--- config.mk ---
export PLATFORM = sky130hd
export DESIGN_NAME = rivm_vector_map
export DESIGN_NICKNAME = d
export VERILOG_FILES = /design/src/rivm_pkg.sv /design/src/rivm_prio_enc.sv /design/src/rivm_vector_map.sv
export VERILOG_INCLUDE_DIRS = /design/src
export SDC_FILE = /design/constraint.sdc
export NUM_CORES = 1
export LEC_CHECK = 0
export CORE_MARGIN = 2
export CORE_UTILIZATION = 58
export CTS_CLUSTER_SIZE = 12
export DETAILED_ROUTE_END_ITERATION = 8
export DONT_BUFFER_PORTS = 1
export PLACE_DENSITY = 0.86
export SLEW_MARGIN = 0
export SYNTH_ARGS = -nofsm -noshare
export SYNTH_HDL_FRONTEND = slang
export SYNTH_HIERARCHICAL = 1
export SYNTH_SLANG_ARGS = --single-unit
--- constraint.sdc ---
create_clock -name ref_clk_i -period 4.63 [get_ports ref_clk_i]
set_clock_uncertainty 0.2 [all_clocks]
set_input_delay 0 -clock ref_clk_i [delete_from_list [all_inputs] [get_ports ref_clk_i]]
set_output_delay 0 -clock ref_clk_i [all_outputs]
set_load 0.01 [all_outputs]
--- src/rivm_map.svh ---
// reset and interrupt vector map: offsets, counts, encodings
// assumes word-addressed program memory and one word per vector
`ifndef RIVM_MAP_SVH
`define RIVM_MAP_SVH

// program counter width in words
`define RIVM_ADDR_W 13
// vector number width
`define RIVM_VNUM_W 5
// number of interrupt sources, vectors 2 to 26
`define RIVM_NUM_IRQ 25
// total vectors including reset
`define RIVM_NUM_VECTORS 26
// reset entry offset
`define RIVM_RESET_OFFSET 13'h0000
// offset of the first interrupt vector
`define RIVM_VEC_FIRST 13'h0001
// vector number of reset
`define RIVM_RESET_VNUM 5'h01
// vector number of the first interrupt
`define RIVM_IRQ_VNUM_FIRST 5'h02
// fuse level that means programmed
`define RIVM_FUSE_PROGRAMMED 1'b0

// per-source vector offsets from the section base, one word each
`define RIVM_OFF_EXTERNAL_REQUEST_ZERO 13'h001
`define RIVM_OFF_EXTERNAL_REQUEST_ONE 13'h002
`define RIVM_OFF_PIN_CHANGE_REQUEST_ZERO 13'h003
`define RIVM_OFF_PIN_CHANGE_REQUEST_ONE 13'h004
`define RIVM_OFF_PIN_CHANGE_REQUEST_TWO 13'h005
`define RIVM_OFF_WATCHDOG_TIMEOUT 13'h006
`define RIVM_OFF_TIMER_TWO_MATCH_A 13'h007
`define RIVM_OFF_TIMER_TWO_MATCH_B 13'h008
`define RIVM_OFF_TIMER_TWO_OVERFLOW 13'h009
`define RIVM_OFF_TIMER_ONE_CAPTURE 13'h00a
`define RIVM_OFF_TIMER_ONE_MATCH_A 13'h00b
`define RIVM_OFF_TIMER_ONE_MATCH_B 13'h00c
`define RIVM_OFF_TIMER_ONE_OVERFLOW 13'h00d
`define RIVM_OFF_TIMER_ZERO_MATCH_A 13'h00e
`define RIVM_OFF_TIMER_ZERO_MATCH_B 13'h00f
`define RIVM_OFF_TIMER_ZERO_OVERFLOW 13'h010
`define RIVM_OFF_SERIAL_TRANSFER_DONE 13'h011
`define RIVM_OFF_UART_RX_DONE 13'h012
`define RIVM_OFF_UART_TX_BUFFER_EMPTY 13'h013
`define RIVM_OFF_UART_TX_DONE 13'h014
`define RIVM_OFF_CONVERSION_DONE 13'h015
`define RIVM_OFF_NONVOLATILE_DATA_READY 13'h016
`define RIVM_OFF_ANALOG_COMPARE 13'h017
`define RIVM_OFF_TWO_WIRE_EVENT 13'h018
`define RIVM_OFF_SELF_PROGRAM_READY 13'h019

`endif

--- src/rivm_pkg.sv ---
// types for the reset and interrupt vector map
// assumes rivm_map.svh is on the include path
`include "rivm_map.svh"

package rivm_pkg;

  typedef logic [`RIVM_ADDR_W-1:0] rivm_addr_t;
  typedef logic [`RIVM_VNUM_W-1:0] rivm_vnum_t;
  typedef logic [`RIVM_NUM_IRQ-1:0] rivm_irq_t;

  // source bit positions, in vector order
  typedef enum logic [4:0] {
    SRC_EXTERNAL_REQUEST_ZERO = 5'h00,
    SRC_EXTERNAL_REQUEST_ONE = 5'h01,
    SRC_PIN_CHANGE_REQUEST_ZERO = 5'h02,
    SRC_PIN_CHANGE_REQUEST_ONE = 5'h03,
    SRC_PIN_CHANGE_REQUEST_TWO = 5'h04,
    SRC_WATCHDOG_TIMEOUT = 5'h05,
    SRC_TIMER_TWO_MATCH_A = 5'h06,
    SRC_TIMER_TWO_MATCH_B = 5'h07,
    SRC_TIMER_TWO_OVERFLOW = 5'h08,
    SRC_TIMER_ONE_CAPTURE = 5'h09,
    SRC_TIMER_ONE_MATCH_A = 5'h0a,
    SRC_TIMER_ONE_MATCH_B = 5'h0b,
    SRC_TIMER_ONE_OVERFLOW = 5'h0c,
    SRC_TIMER_ZERO_MATCH_A = 5'h0d,
    SRC_TIMER_ZERO_MATCH_B = 5'h0e,
    SRC_TIMER_ZERO_OVERFLOW = 5'h0f,
    SRC_SERIAL_TRANSFER_DONE = 5'h10,
    SRC_UART_RX_DONE = 5'h11,
    SRC_UART_TX_BUFFER_EMPTY = 5'h12,
    SRC_UART_TX_DONE = 5'h13,
    SRC_CONVERSION_DONE = 5'h14,
    SRC_NONVOLATILE_DATA_READY = 5'h15,
    SRC_ANALOG_COMPARE = 5'h16,
    SRC_TWO_WIRE_EVENT = 5'h17,
    SRC_SELF_PROGRAM_READY = 5'h18
  } rivm_src_e;

  typedef enum logic [2:0] {
    ST_BOOT = 3'b001,
    ST_IDLE = 3'b010,
    ST_TAKEN = 3'b100
  } rivm_state_e;

  // program counter load toward the core
  typedef struct packed {
    logic load;
    rivm_addr_t addr;
    rivm_vnum_t vnum;
  } rivm_fetch_s;

  // placement status
  typedef struct packed {
    rivm_addr_t reset_addr;
    rivm_addr_t vec_start;
    logic split;
  } rivm_place_s;

  typedef struct packed {
    rivm_state_e state;
    rivm_fetch_s fetch;
    rivm_irq_t ack;
    rivm_place_s place;
  } rivm_state_s;

endpackage

--- src/rivm_prio_enc.sv ---
// fixed priority picker: lowest bit wins
// assumes requests are stable within a cycle
`timescale 1ns/10ps
`default_nettype none
`include "rivm_map.svh"

module rivm_prio_enc
  import rivm_pkg::*;
(
  input wire rivm_irq_t req_i,
  output logic valid_o,
  output rivm_irq_t grant_o,
  output logic [4:0] index_o
);

  logic [`RIVM_NUM_IRQ:0] none_below;

  assign none_below[0] = 1'b1;

  // ------------------------------------------------------------
  // grant chain
  // ------------------------------------------------------------
  genvar gi;
  generate
    for (gi = 0; gi < `RIVM_NUM_IRQ; gi = gi + 1) begin : g_chain
      assign none_below[gi+1] = none_below[gi] & ~req_i[gi];
      assign grant_o[gi] = req_i[gi] & none_below[gi];
    end
  endgenerate

  assign valid_o = ~none_below[`RIVM_NUM_IRQ];

  always_comb begin
    index_o = 5'h00;
    for (int i = 0; i < `RIVM_NUM_IRQ; i++) begin
      if (grant_o[i]) begin
        index_o = index_o | 5'(i);
      end
    end
  end

endmodule

`default_nettype wire

--- src/rivm_vector_map.sv ---
// reset and interrupt vector map: picks the entry address for the core
// assumes sources hold their request until acknowledged and clear it on ack
`timescale 1ns/10ps
`default_nettype none
`include "rivm_map.svh"

module rivm_vector_map
  import rivm_pkg::*;
(
  input wire logic ref_clk_i,
  input wire logic rstn_i,
  input wire logic boot_reset_select_fuse_i,
  input wire logic vector_relocate_bit_i,
  input wire rivm_addr_t boot_reset_addr_i,
  input wire logic global_enable_i,
  input wire logic cpu_ready_i,
  input wire rivm_irq_t irq_req_i,
  input wire rivm_irq_t irq_enable_i,
  output rivm_fetch_s fetch_o,
  output rivm_irq_t irq_ack_o,
  output rivm_place_s place_o,
  output logic in_service_o
);

  // ------------------------------------------------------------
  // state and working signals
  // ------------------------------------------------------------
  rivm_state_s cur;
  rivm_state_s next_cur;

  rivm_irq_t pending;
  logic pick_valid;
  rivm_irq_t pick_grant;
  logic [4:0] pick_index;
  logic fuse_programmed;
  rivm_addr_t reset_addr;
  rivm_addr_t vec_base;
  rivm_addr_t vec_addr;
  rivm_addr_t vec_first;
  logic split_sections;
  rivm_addr_t src_offset;
  rivm_vnum_t src_vnum;
  logic src_known;
  logic take_ok;

  // ------------------------------------------------------------
  // placement
  // ------------------------------------------------------------
  assign fuse_programmed = (boot_reset_select_fuse_i == `RIVM_FUSE_PROGRAMMED);

  assign reset_addr = fuse_programmed ? boot_reset_addr_i : `RIVM_RESET_OFFSET;

  assign vec_base = vector_relocate_bit_i ? boot_reset_addr_i : `RIVM_RESET_OFFSET;

  // first vector entry of the selected section
  assign vec_first = rivm_addr_t'(vec_base + `RIVM_VEC_FIRST);

  // reset entry and vectors in different sections
  assign split_sections = fuse_programmed ^ vector_relocate_bit_i;

  // one word per vector, offset added to the section base
  assign vec_addr = rivm_addr_t'(vec_base + src_offset);

  // ------------------------------------------------------------
  // vector table, one entry per source
  // ------------------------------------------------------------
  always_comb begin
    src_offset = `RIVM_RESET_OFFSET;
    src_vnum = `RIVM_RESET_VNUM;
    src_known = 1'b0;
    unique case (rivm_src_e'(pick_index))
      SRC_EXTERNAL_REQUEST_ZERO: begin
        src_offset = `RIVM_OFF_EXTERNAL_REQUEST_ZERO;
        src_vnum = 5'h02;
        src_known = 1'b1;
      end
      SRC_EXTERNAL_REQUEST_ONE: begin
        src_offset = `RIVM_OFF_EXTERNAL_REQUEST_ONE;
        src_vnum = 5'h03;
        src_known = 1'b1;
      end
      SRC_PIN_CHANGE_REQUEST_ZERO: begin
        src_offset = `RIVM_OFF_PIN_CHANGE_REQUEST_ZERO;
        src_vnum = 5'h04;
        src_known = 1'b1;
      end
      SRC_PIN_CHANGE_REQUEST_ONE: begin
        src_offset = `RIVM_OFF_PIN_CHANGE_REQUEST_ONE;
        src_vnum = 5'h05;
        src_known = 1'b1;
      end
      SRC_PIN_CHANGE_REQUEST_TWO: begin
        src_offset = `RIVM_OFF_PIN_CHANGE_REQUEST_TWO;
        src_vnum = 5'h06;
        src_known = 1'b1;
      end
      SRC_WATCHDOG_TIMEOUT: begin
        src_offset = `RIVM_OFF_WATCHDOG_TIMEOUT;
        src_vnum = 5'h07;
        src_known = 1'b1;
      end
      SRC_TIMER_TWO_MATCH_A: begin
        src_offset = `RIVM_OFF_TIMER_TWO_MATCH_A;
        src_vnum = 5'h08;
        src_known = 1'b1;
      end
      SRC_TIMER_TWO_MATCH_B: begin
        src_offset = `RIVM_OFF_TIMER_TWO_MATCH_B;
        src_vnum = 5'h09;
        src_known = 1'b1;
      end
      SRC_TIMER_TWO_OVERFLOW: begin
        src_offset = `RIVM_OFF_TIMER_TWO_OVERFLOW;
        src_vnum = 5'h0a;
        src_known = 1'b1;
      end
      SRC_TIMER_ONE_CAPTURE: begin
        src_offset = `RIVM_OFF_TIMER_ONE_CAPTURE;
        src_vnum = 5'h0b;
        src_known = 1'b1;
      end
      SRC_TIMER_ONE_MATCH_A: begin
        src_offset = `RIVM_OFF_TIMER_ONE_MATCH_A;
        src_vnum = 5'h0c;
        src_known = 1'b1;
      end
      SRC_TIMER_ONE_MATCH_B: begin
        src_offset = `RIVM_OFF_TIMER_ONE_MATCH_B;
        src_vnum = 5'h0d;
        src_known = 1'b1;
      end
      SRC_TIMER_ONE_OVERFLOW: begin
        src_offset = `RIVM_OFF_TIMER_ONE_OVERFLOW;
        src_vnum = 5'h0e;
        src_known = 1'b1;
      end
      SRC_TIMER_ZERO_MATCH_A: begin
        src_offset = `RIVM_OFF_TIMER_ZERO_MATCH_A;
        src_vnum = 5'h0f;
        src_known = 1'b1;
      end
      SRC_TIMER_ZERO_MATCH_B: begin
        src_offset = `RIVM_OFF_TIMER_ZERO_MATCH_B;
        src_vnum = 5'h10;
        src_known = 1'b1;
      end
      SRC_TIMER_ZERO_OVERFLOW: begin
        src_offset = `RIVM_OFF_TIMER_ZERO_OVERFLOW;
        src_vnum = 5'h11;
        src_known = 1'b1;
      end
      SRC_SERIAL_TRANSFER_DONE: begin
        src_offset = `RIVM_OFF_SERIAL_TRANSFER_DONE;
        src_vnum = 5'h12;
        src_known = 1'b1;
      end
      SRC_UART_RX_DONE: begin
        src_offset = `RIVM_OFF_UART_RX_DONE;
        src_vnum = 5'h13;
        src_known = 1'b1;
      end
      SRC_UART_TX_BUFFER_EMPTY: begin
        src_offset = `RIVM_OFF_UART_TX_BUFFER_EMPTY;
        src_vnum = 5'h14;
        src_known = 1'b1;
      end
      SRC_UART_TX_DONE: begin
        src_offset = `RIVM_OFF_UART_TX_DONE;
        src_vnum = 5'h15;
        src_known = 1'b1;
      end
      SRC_CONVERSION_DONE: begin
        src_offset = `RIVM_OFF_CONVERSION_DONE;
        src_vnum = 5'h16;
        src_known = 1'b1;
      end
      SRC_NONVOLATILE_DATA_READY: begin
        src_offset = `RIVM_OFF_NONVOLATILE_DATA_READY;
        src_vnum = 5'h17;
        src_known = 1'b1;
      end
      SRC_ANALOG_COMPARE: begin
        src_offset = `RIVM_OFF_ANALOG_COMPARE;
        src_vnum = 5'h18;
        src_known = 1'b1;
      end
      SRC_TWO_WIRE_EVENT: begin
        src_offset = `RIVM_OFF_TWO_WIRE_EVENT;
        src_vnum = 5'h19;
        src_known = 1'b1;
      end
      SRC_SELF_PROGRAM_READY: begin
        src_offset = `RIVM_OFF_SELF_PROGRAM_READY;
        src_vnum = 5'h1a;
        src_known = 1'b1;
      end
      default: begin
        src_offset = `RIVM_RESET_OFFSET;
        src_vnum = `RIVM_RESET_VNUM;
        src_known = 1'b0;
      end
    endcase
  end

  // ------------------------------------------------------------
  // arbitration
  // ------------------------------------------------------------
  // per-source gating by its enable
  genvar gi;
  generate
    for (gi = 0; gi < `RIVM_NUM_IRQ; gi = gi + 1) begin : g_pend
      assign pending[gi] = irq_req_i[gi] & irq_enable_i[gi];
    end
  endgenerate

  rivm_prio_enc u_prio (
    .req_i(pending),
    .valid_o(pick_valid),
    .grant_o(pick_grant),
    .index_o(pick_index)
  );

  // taken only at an instruction boundary with a known source
  assign take_ok = global_enable_i && cpu_ready_i && pick_valid && src_known;

  // ------------------------------------------------------------
  // sequencer
  // ------------------------------------------------------------
  always_comb begin
    next_cur = cur;
    next_cur.fetch.load = 1'b0;
    next_cur.ack = '0;
    next_cur.place.reset_addr = reset_addr;
    next_cur.place.vec_start = vec_first;
    next_cur.place.split = split_sections;
    unique case (cur.state)
      ST_BOOT: begin
        // reset entry is fetched once, without waiting for the core
        next_cur.fetch.load = 1'b1;
        next_cur.fetch.addr = reset_addr;
        next_cur.fetch.vnum = `RIVM_RESET_VNUM;
        next_cur.state = ST_TAKEN;
      end
      ST_IDLE: begin
        // vectors are fetched only on a taken interrupt
        if (take_ok) begin
          next_cur.fetch.load = 1'b1;
          next_cur.fetch.addr = vec_addr;
          next_cur.fetch.vnum = src_vnum;
          next_cur.ack = pick_grant;
          next_cur.state = ST_TAKEN;
        end
      end
      ST_TAKEN: begin
        // one quiet cycle lets the acknowledged source drop its request
        next_cur.state = ST_IDLE;
      end
      default: begin
        next_cur.state = ST_BOOT;
      end
    endcase
  end

  always_ff @(posedge ref_clk_i) begin
    if (!rstn_i) begin
      cur.state <= ST_BOOT;
      cur.fetch.load <= 1'b0;
      cur.fetch.addr <= '0;
      cur.fetch.vnum <= '0;
      cur.ack <= '0;
      cur.place.reset_addr <= '0;
      cur.place.vec_start <= '0;
      cur.place.split <= 1'b0;
    end else begin
      cur <= next_cur;
    end
  end

  // ------------------------------------------------------------
  // outputs
  // ------------------------------------------------------------
  assign fetch_o = cur.fetch;
  assign irq_ack_o = cur.ack;
  assign place_o = cur.place;
  assign in_service_o = (cur.state == ST_TAKEN);

endmodule

`default_nettype wire

==> summary.txt <==
Worst setup path
  – CP endpoint kind: flip-flop
  – Max FO, Critical Path: 7
  – Arr. time, crit path: 4.52 ns
  – Max stage delay on crit path: 0.53 ns
  – Delay-heaviest family, CP: simple AND/OR/NAND/NOR gates
  – Worst Setup Path Type: input port to flip-flop
  – Buf/Inv on CP: 2
  – CP cell instances: dlygate4sd3_1, and2_1, nor4_1, nand2_1, or2_1, o31ai_1, or4_1, inv_1, ha_1, nor2b_4, nor3_1, nor2_1, ha_1, o21ai_0, o21bai_2, nand2_1, or4_1, a31oi_1
  – Crit start category: input port
  – Slowest CP cell: dlygate4sd3_1
  – Data required, critical path: 4.71 ns

Placement
  – PortBufs: 0
  – GP Congestion: 0.919
  – DP Wirelength: 7080 um

STA
  – # setup viols final: 0
  – Final Slew Violations: 0
  – Final period utilization: just under 100%
  – Unrepaired setup endpoints after global routing: no
  – Worst slew margin: 22.3%
  – Setup TNS: 0 ns
  – Final Hold Viols: 0
  – Min cycle time layout: 4.45 ns
  – Least-Margin Pin Slew: 1.16 ns
  – Fmax: 0.225 GHz

Yosys
  – Syn Nets: 602
  – EDFF count, synth: 0
  – Top_reg_cell synth: dfxtp_1
  – Sequential share of the synthesized area: around a third
  – Number of library cell types mapped by synthesis: a little under 60
  – Synth Area per Inst: slightly above 8 um2
  – Cell count after synthesis: 519
  – Synth warnings: 6
  – Async set or reset register ratio after synthesis: 0%
  – Yosys reg bits: 74
  – Synth Cell Area: 4290 um2

Finish
  – Leading cell type in the layout, fill and taps excluded: dfxtp_1
  – Area delta synth->final: 9.34%
  – Fin nets: 596
  – Core Util, Final: 65.0%
  – Most frequent cells in the layout: dfxtp_1 (74), dlygate4sd3_1 (67), and2_1 (51)
  – Antenna cell count: 0
  – Fill count: 591
  – Storage cell area: approximately 1500 um2
  – Multi-input gate area: ~2100 um2
  – Share of post-route cells with drive strength above 1: a little under 8%

CTS
  – Root Driver: clkbuf_8
  – Reg clk slew, reported paths: 0.08 ns
  – Clock Sinks: 74
  – Postcts setup bufs: 0
  – Max clock buf depth: 2
  – Cts bufs inserted: 9
  – CTS tree: yes
  – H-tree depth: 3
  – Worst-Skew Late Latency: 0.35 ns

Drt
  – Drt wl/cell: 18.0 um
  – Initial detailed-routing violation count: 203
  – Via count: roughly 3.7k
  – Routed WL: 11100 um
  – Pre-Repair DR Iteration Count: 6
  – Vias per cell: roughly 6.0
  – Routed Antenna Nets: 0
  – Remaining DRCs: 0

Outcome
  – Outcome: finished, final reports clean

Floorplan
  – Site Rows: 31
  – Die area: 8100 um2
  – Die span in y: 90.0 um
  – Core area: between 7000 and 8000 um2
  – IO Pins: 141
  – Initial Utilization: 59.4%
  – Die width: 90.0 um

Job
  – MaxCap Viol Count: 0

Global routing
  – Vias in the first global route: 3726
  – Global-route wire length before repair: 17700 um
  – Largest net degree at the start of global routing: 36
  – Total gr overflow: 0
  – Initial antenna violation count: 0
  – Global Route Usage Sum: 27.3%

Power
  – Power Density: 300 nW/um2
  – P_leak: around 2 nW
  – Max VDD drop: 145 uV

Worst hold path
  – HP Class: input port to flip-flop
==> report_power, final <==
| part | switching, mW | internal, mW |
|---|---|---|
| combinational | 0.152 | 0.116 |
| clock | 0.247 | 0.194 |
| sequential | 0.0335 | 0.665 |
| total | 0.433 | 0.976 |
==> state kept, by name, summed over array words and instances, names as in the netlist <==
register	count
place_o	27
irq_ack_o	25
fetch_o	19
cur	3
==> cell type report <==
cell class	instances	share of cell area, %
inverters	13	1.04
clock buffers	10	2.72
well taps	99	2.64
multi-input cells	341	45.7
repair buffers	74	15.4
flip-flops and latches	74	31.6
clock inverters	6	0.881
==> synthesized netlist by cell type (2+ instances only) <==
cell / count / area, um2
and3_1: 34 / 213
nor4_1: 7 / 43.8
nor2b_1: 3 / 18.8
a22oi_1: 6 / 45.0
a211oi_1: 2 / 15.0
o211ai_1: 3 / 22.5
ha_1: 13 / 163
clkbuf_1: 12 / 45.0
xor2_1: 9 / 78.8
a21oi_1: 19 / 95.1
nand3b_1: 2 / 15.0
inv_1: 12 / 45.0
a21o_1: 3 / 22.5
buf_6: 3 / 33.8
nand2_1: 36 / 135
nor2_1: 43 / 161
or4_1: 4 / 30.0
buf_2: 3 / 15.0
or2_2: 3 / 18.8
dfxtp_1: 74 / 1480
a31oi_1: 5 / 31.3
mux2_2: 2 / 22.5
or3_1: 5 / 31.3
nand4_1: 5 / 31.3
o2111ai_1: 2 / 17.5
o311ai_0: 3 / 26.3
nor3_1: 10 / 50.1
xnor2_1: 5 / 43.8
o21ai_0: 24 / 120
nand3_1: 12 / 60.1
and2_1: 51 / 319
nand2b_1: 4 / 25.0
a41oi_1: 2 / 17.5
nor3b_1: 2 / 15.0
buf_4: 72 / 541
==> worst reg2reg max path, stage by stage, from the launching register on <==
cell and delay, ns:
dfxtp_1 0.43, nor3b_4 0.31, o211a_1 0.68, nand2_1 0.32, or3_1 0.42, o211ai_1 0.10
==> stage by stage <==
stage | cells | power (mW) | setup slack (ns) | cell area, um2 | hold slack (ns)
global placement | 534 | 0.903 | 0.178 | 3830 | -0.117
CTS | 617 | 1.40 | 0.0523 | 4670 | 0.000116
global route | 617 | 1.47 | 0.00344 | 4690 | 0.0441
finish | 617 | 1.41 | 0.184 | 4690 | 0.0148
floorplan | 519 | 0.900 | 0.0868 | 4290 | -0.121
detailed placement | 534 | 0.911 | 0.00956 | 3830 | -0.117
==> repair_timing <==
item	in CTS	in global routing
hold buffers	67	0
endpoints found under the hold margin	74	0
endpoints found under the setup margin	0	4
gates resized for setup	0	9
==> logic make-up (layout without fill, tap and decap cells) <==
group,after synthesis,after routing,share of synthesized area [%]
simple gates,231,231,29.9
buf+inv,104,103,16.0
compound gates,79,79,11.7
flops,74,74,34.5
fa+ha+maj,14,14,4.26
xor+xnor,14,14,2.86
mux,3,3,0.759
==> worst paths after layout <==
kind	startpoint	end	slack, ns	cells past startpoint
worst min register to register	fetch_o[12]	fetch_o[12]	0.32	2
worst max register to register	cur[72]	fetch_o[14]	2.10	5
worst min-delay path	irq_enable_i[9]	irq_ack_o[10]	0.01	4
worst max-delay path	irq_enable_i[5]	fetch_o[17]	0.18	18
==> layer usage <==
layer	GRT usage, %	vias up	routed length, um
met5	0	-	0
met4	12.3	0	273
met3	7.38	32	1090
met2	50.4	236	5580
met1	28.9	1711	4150
li1	-	1708	-
(Power assumes the default switching activity.)
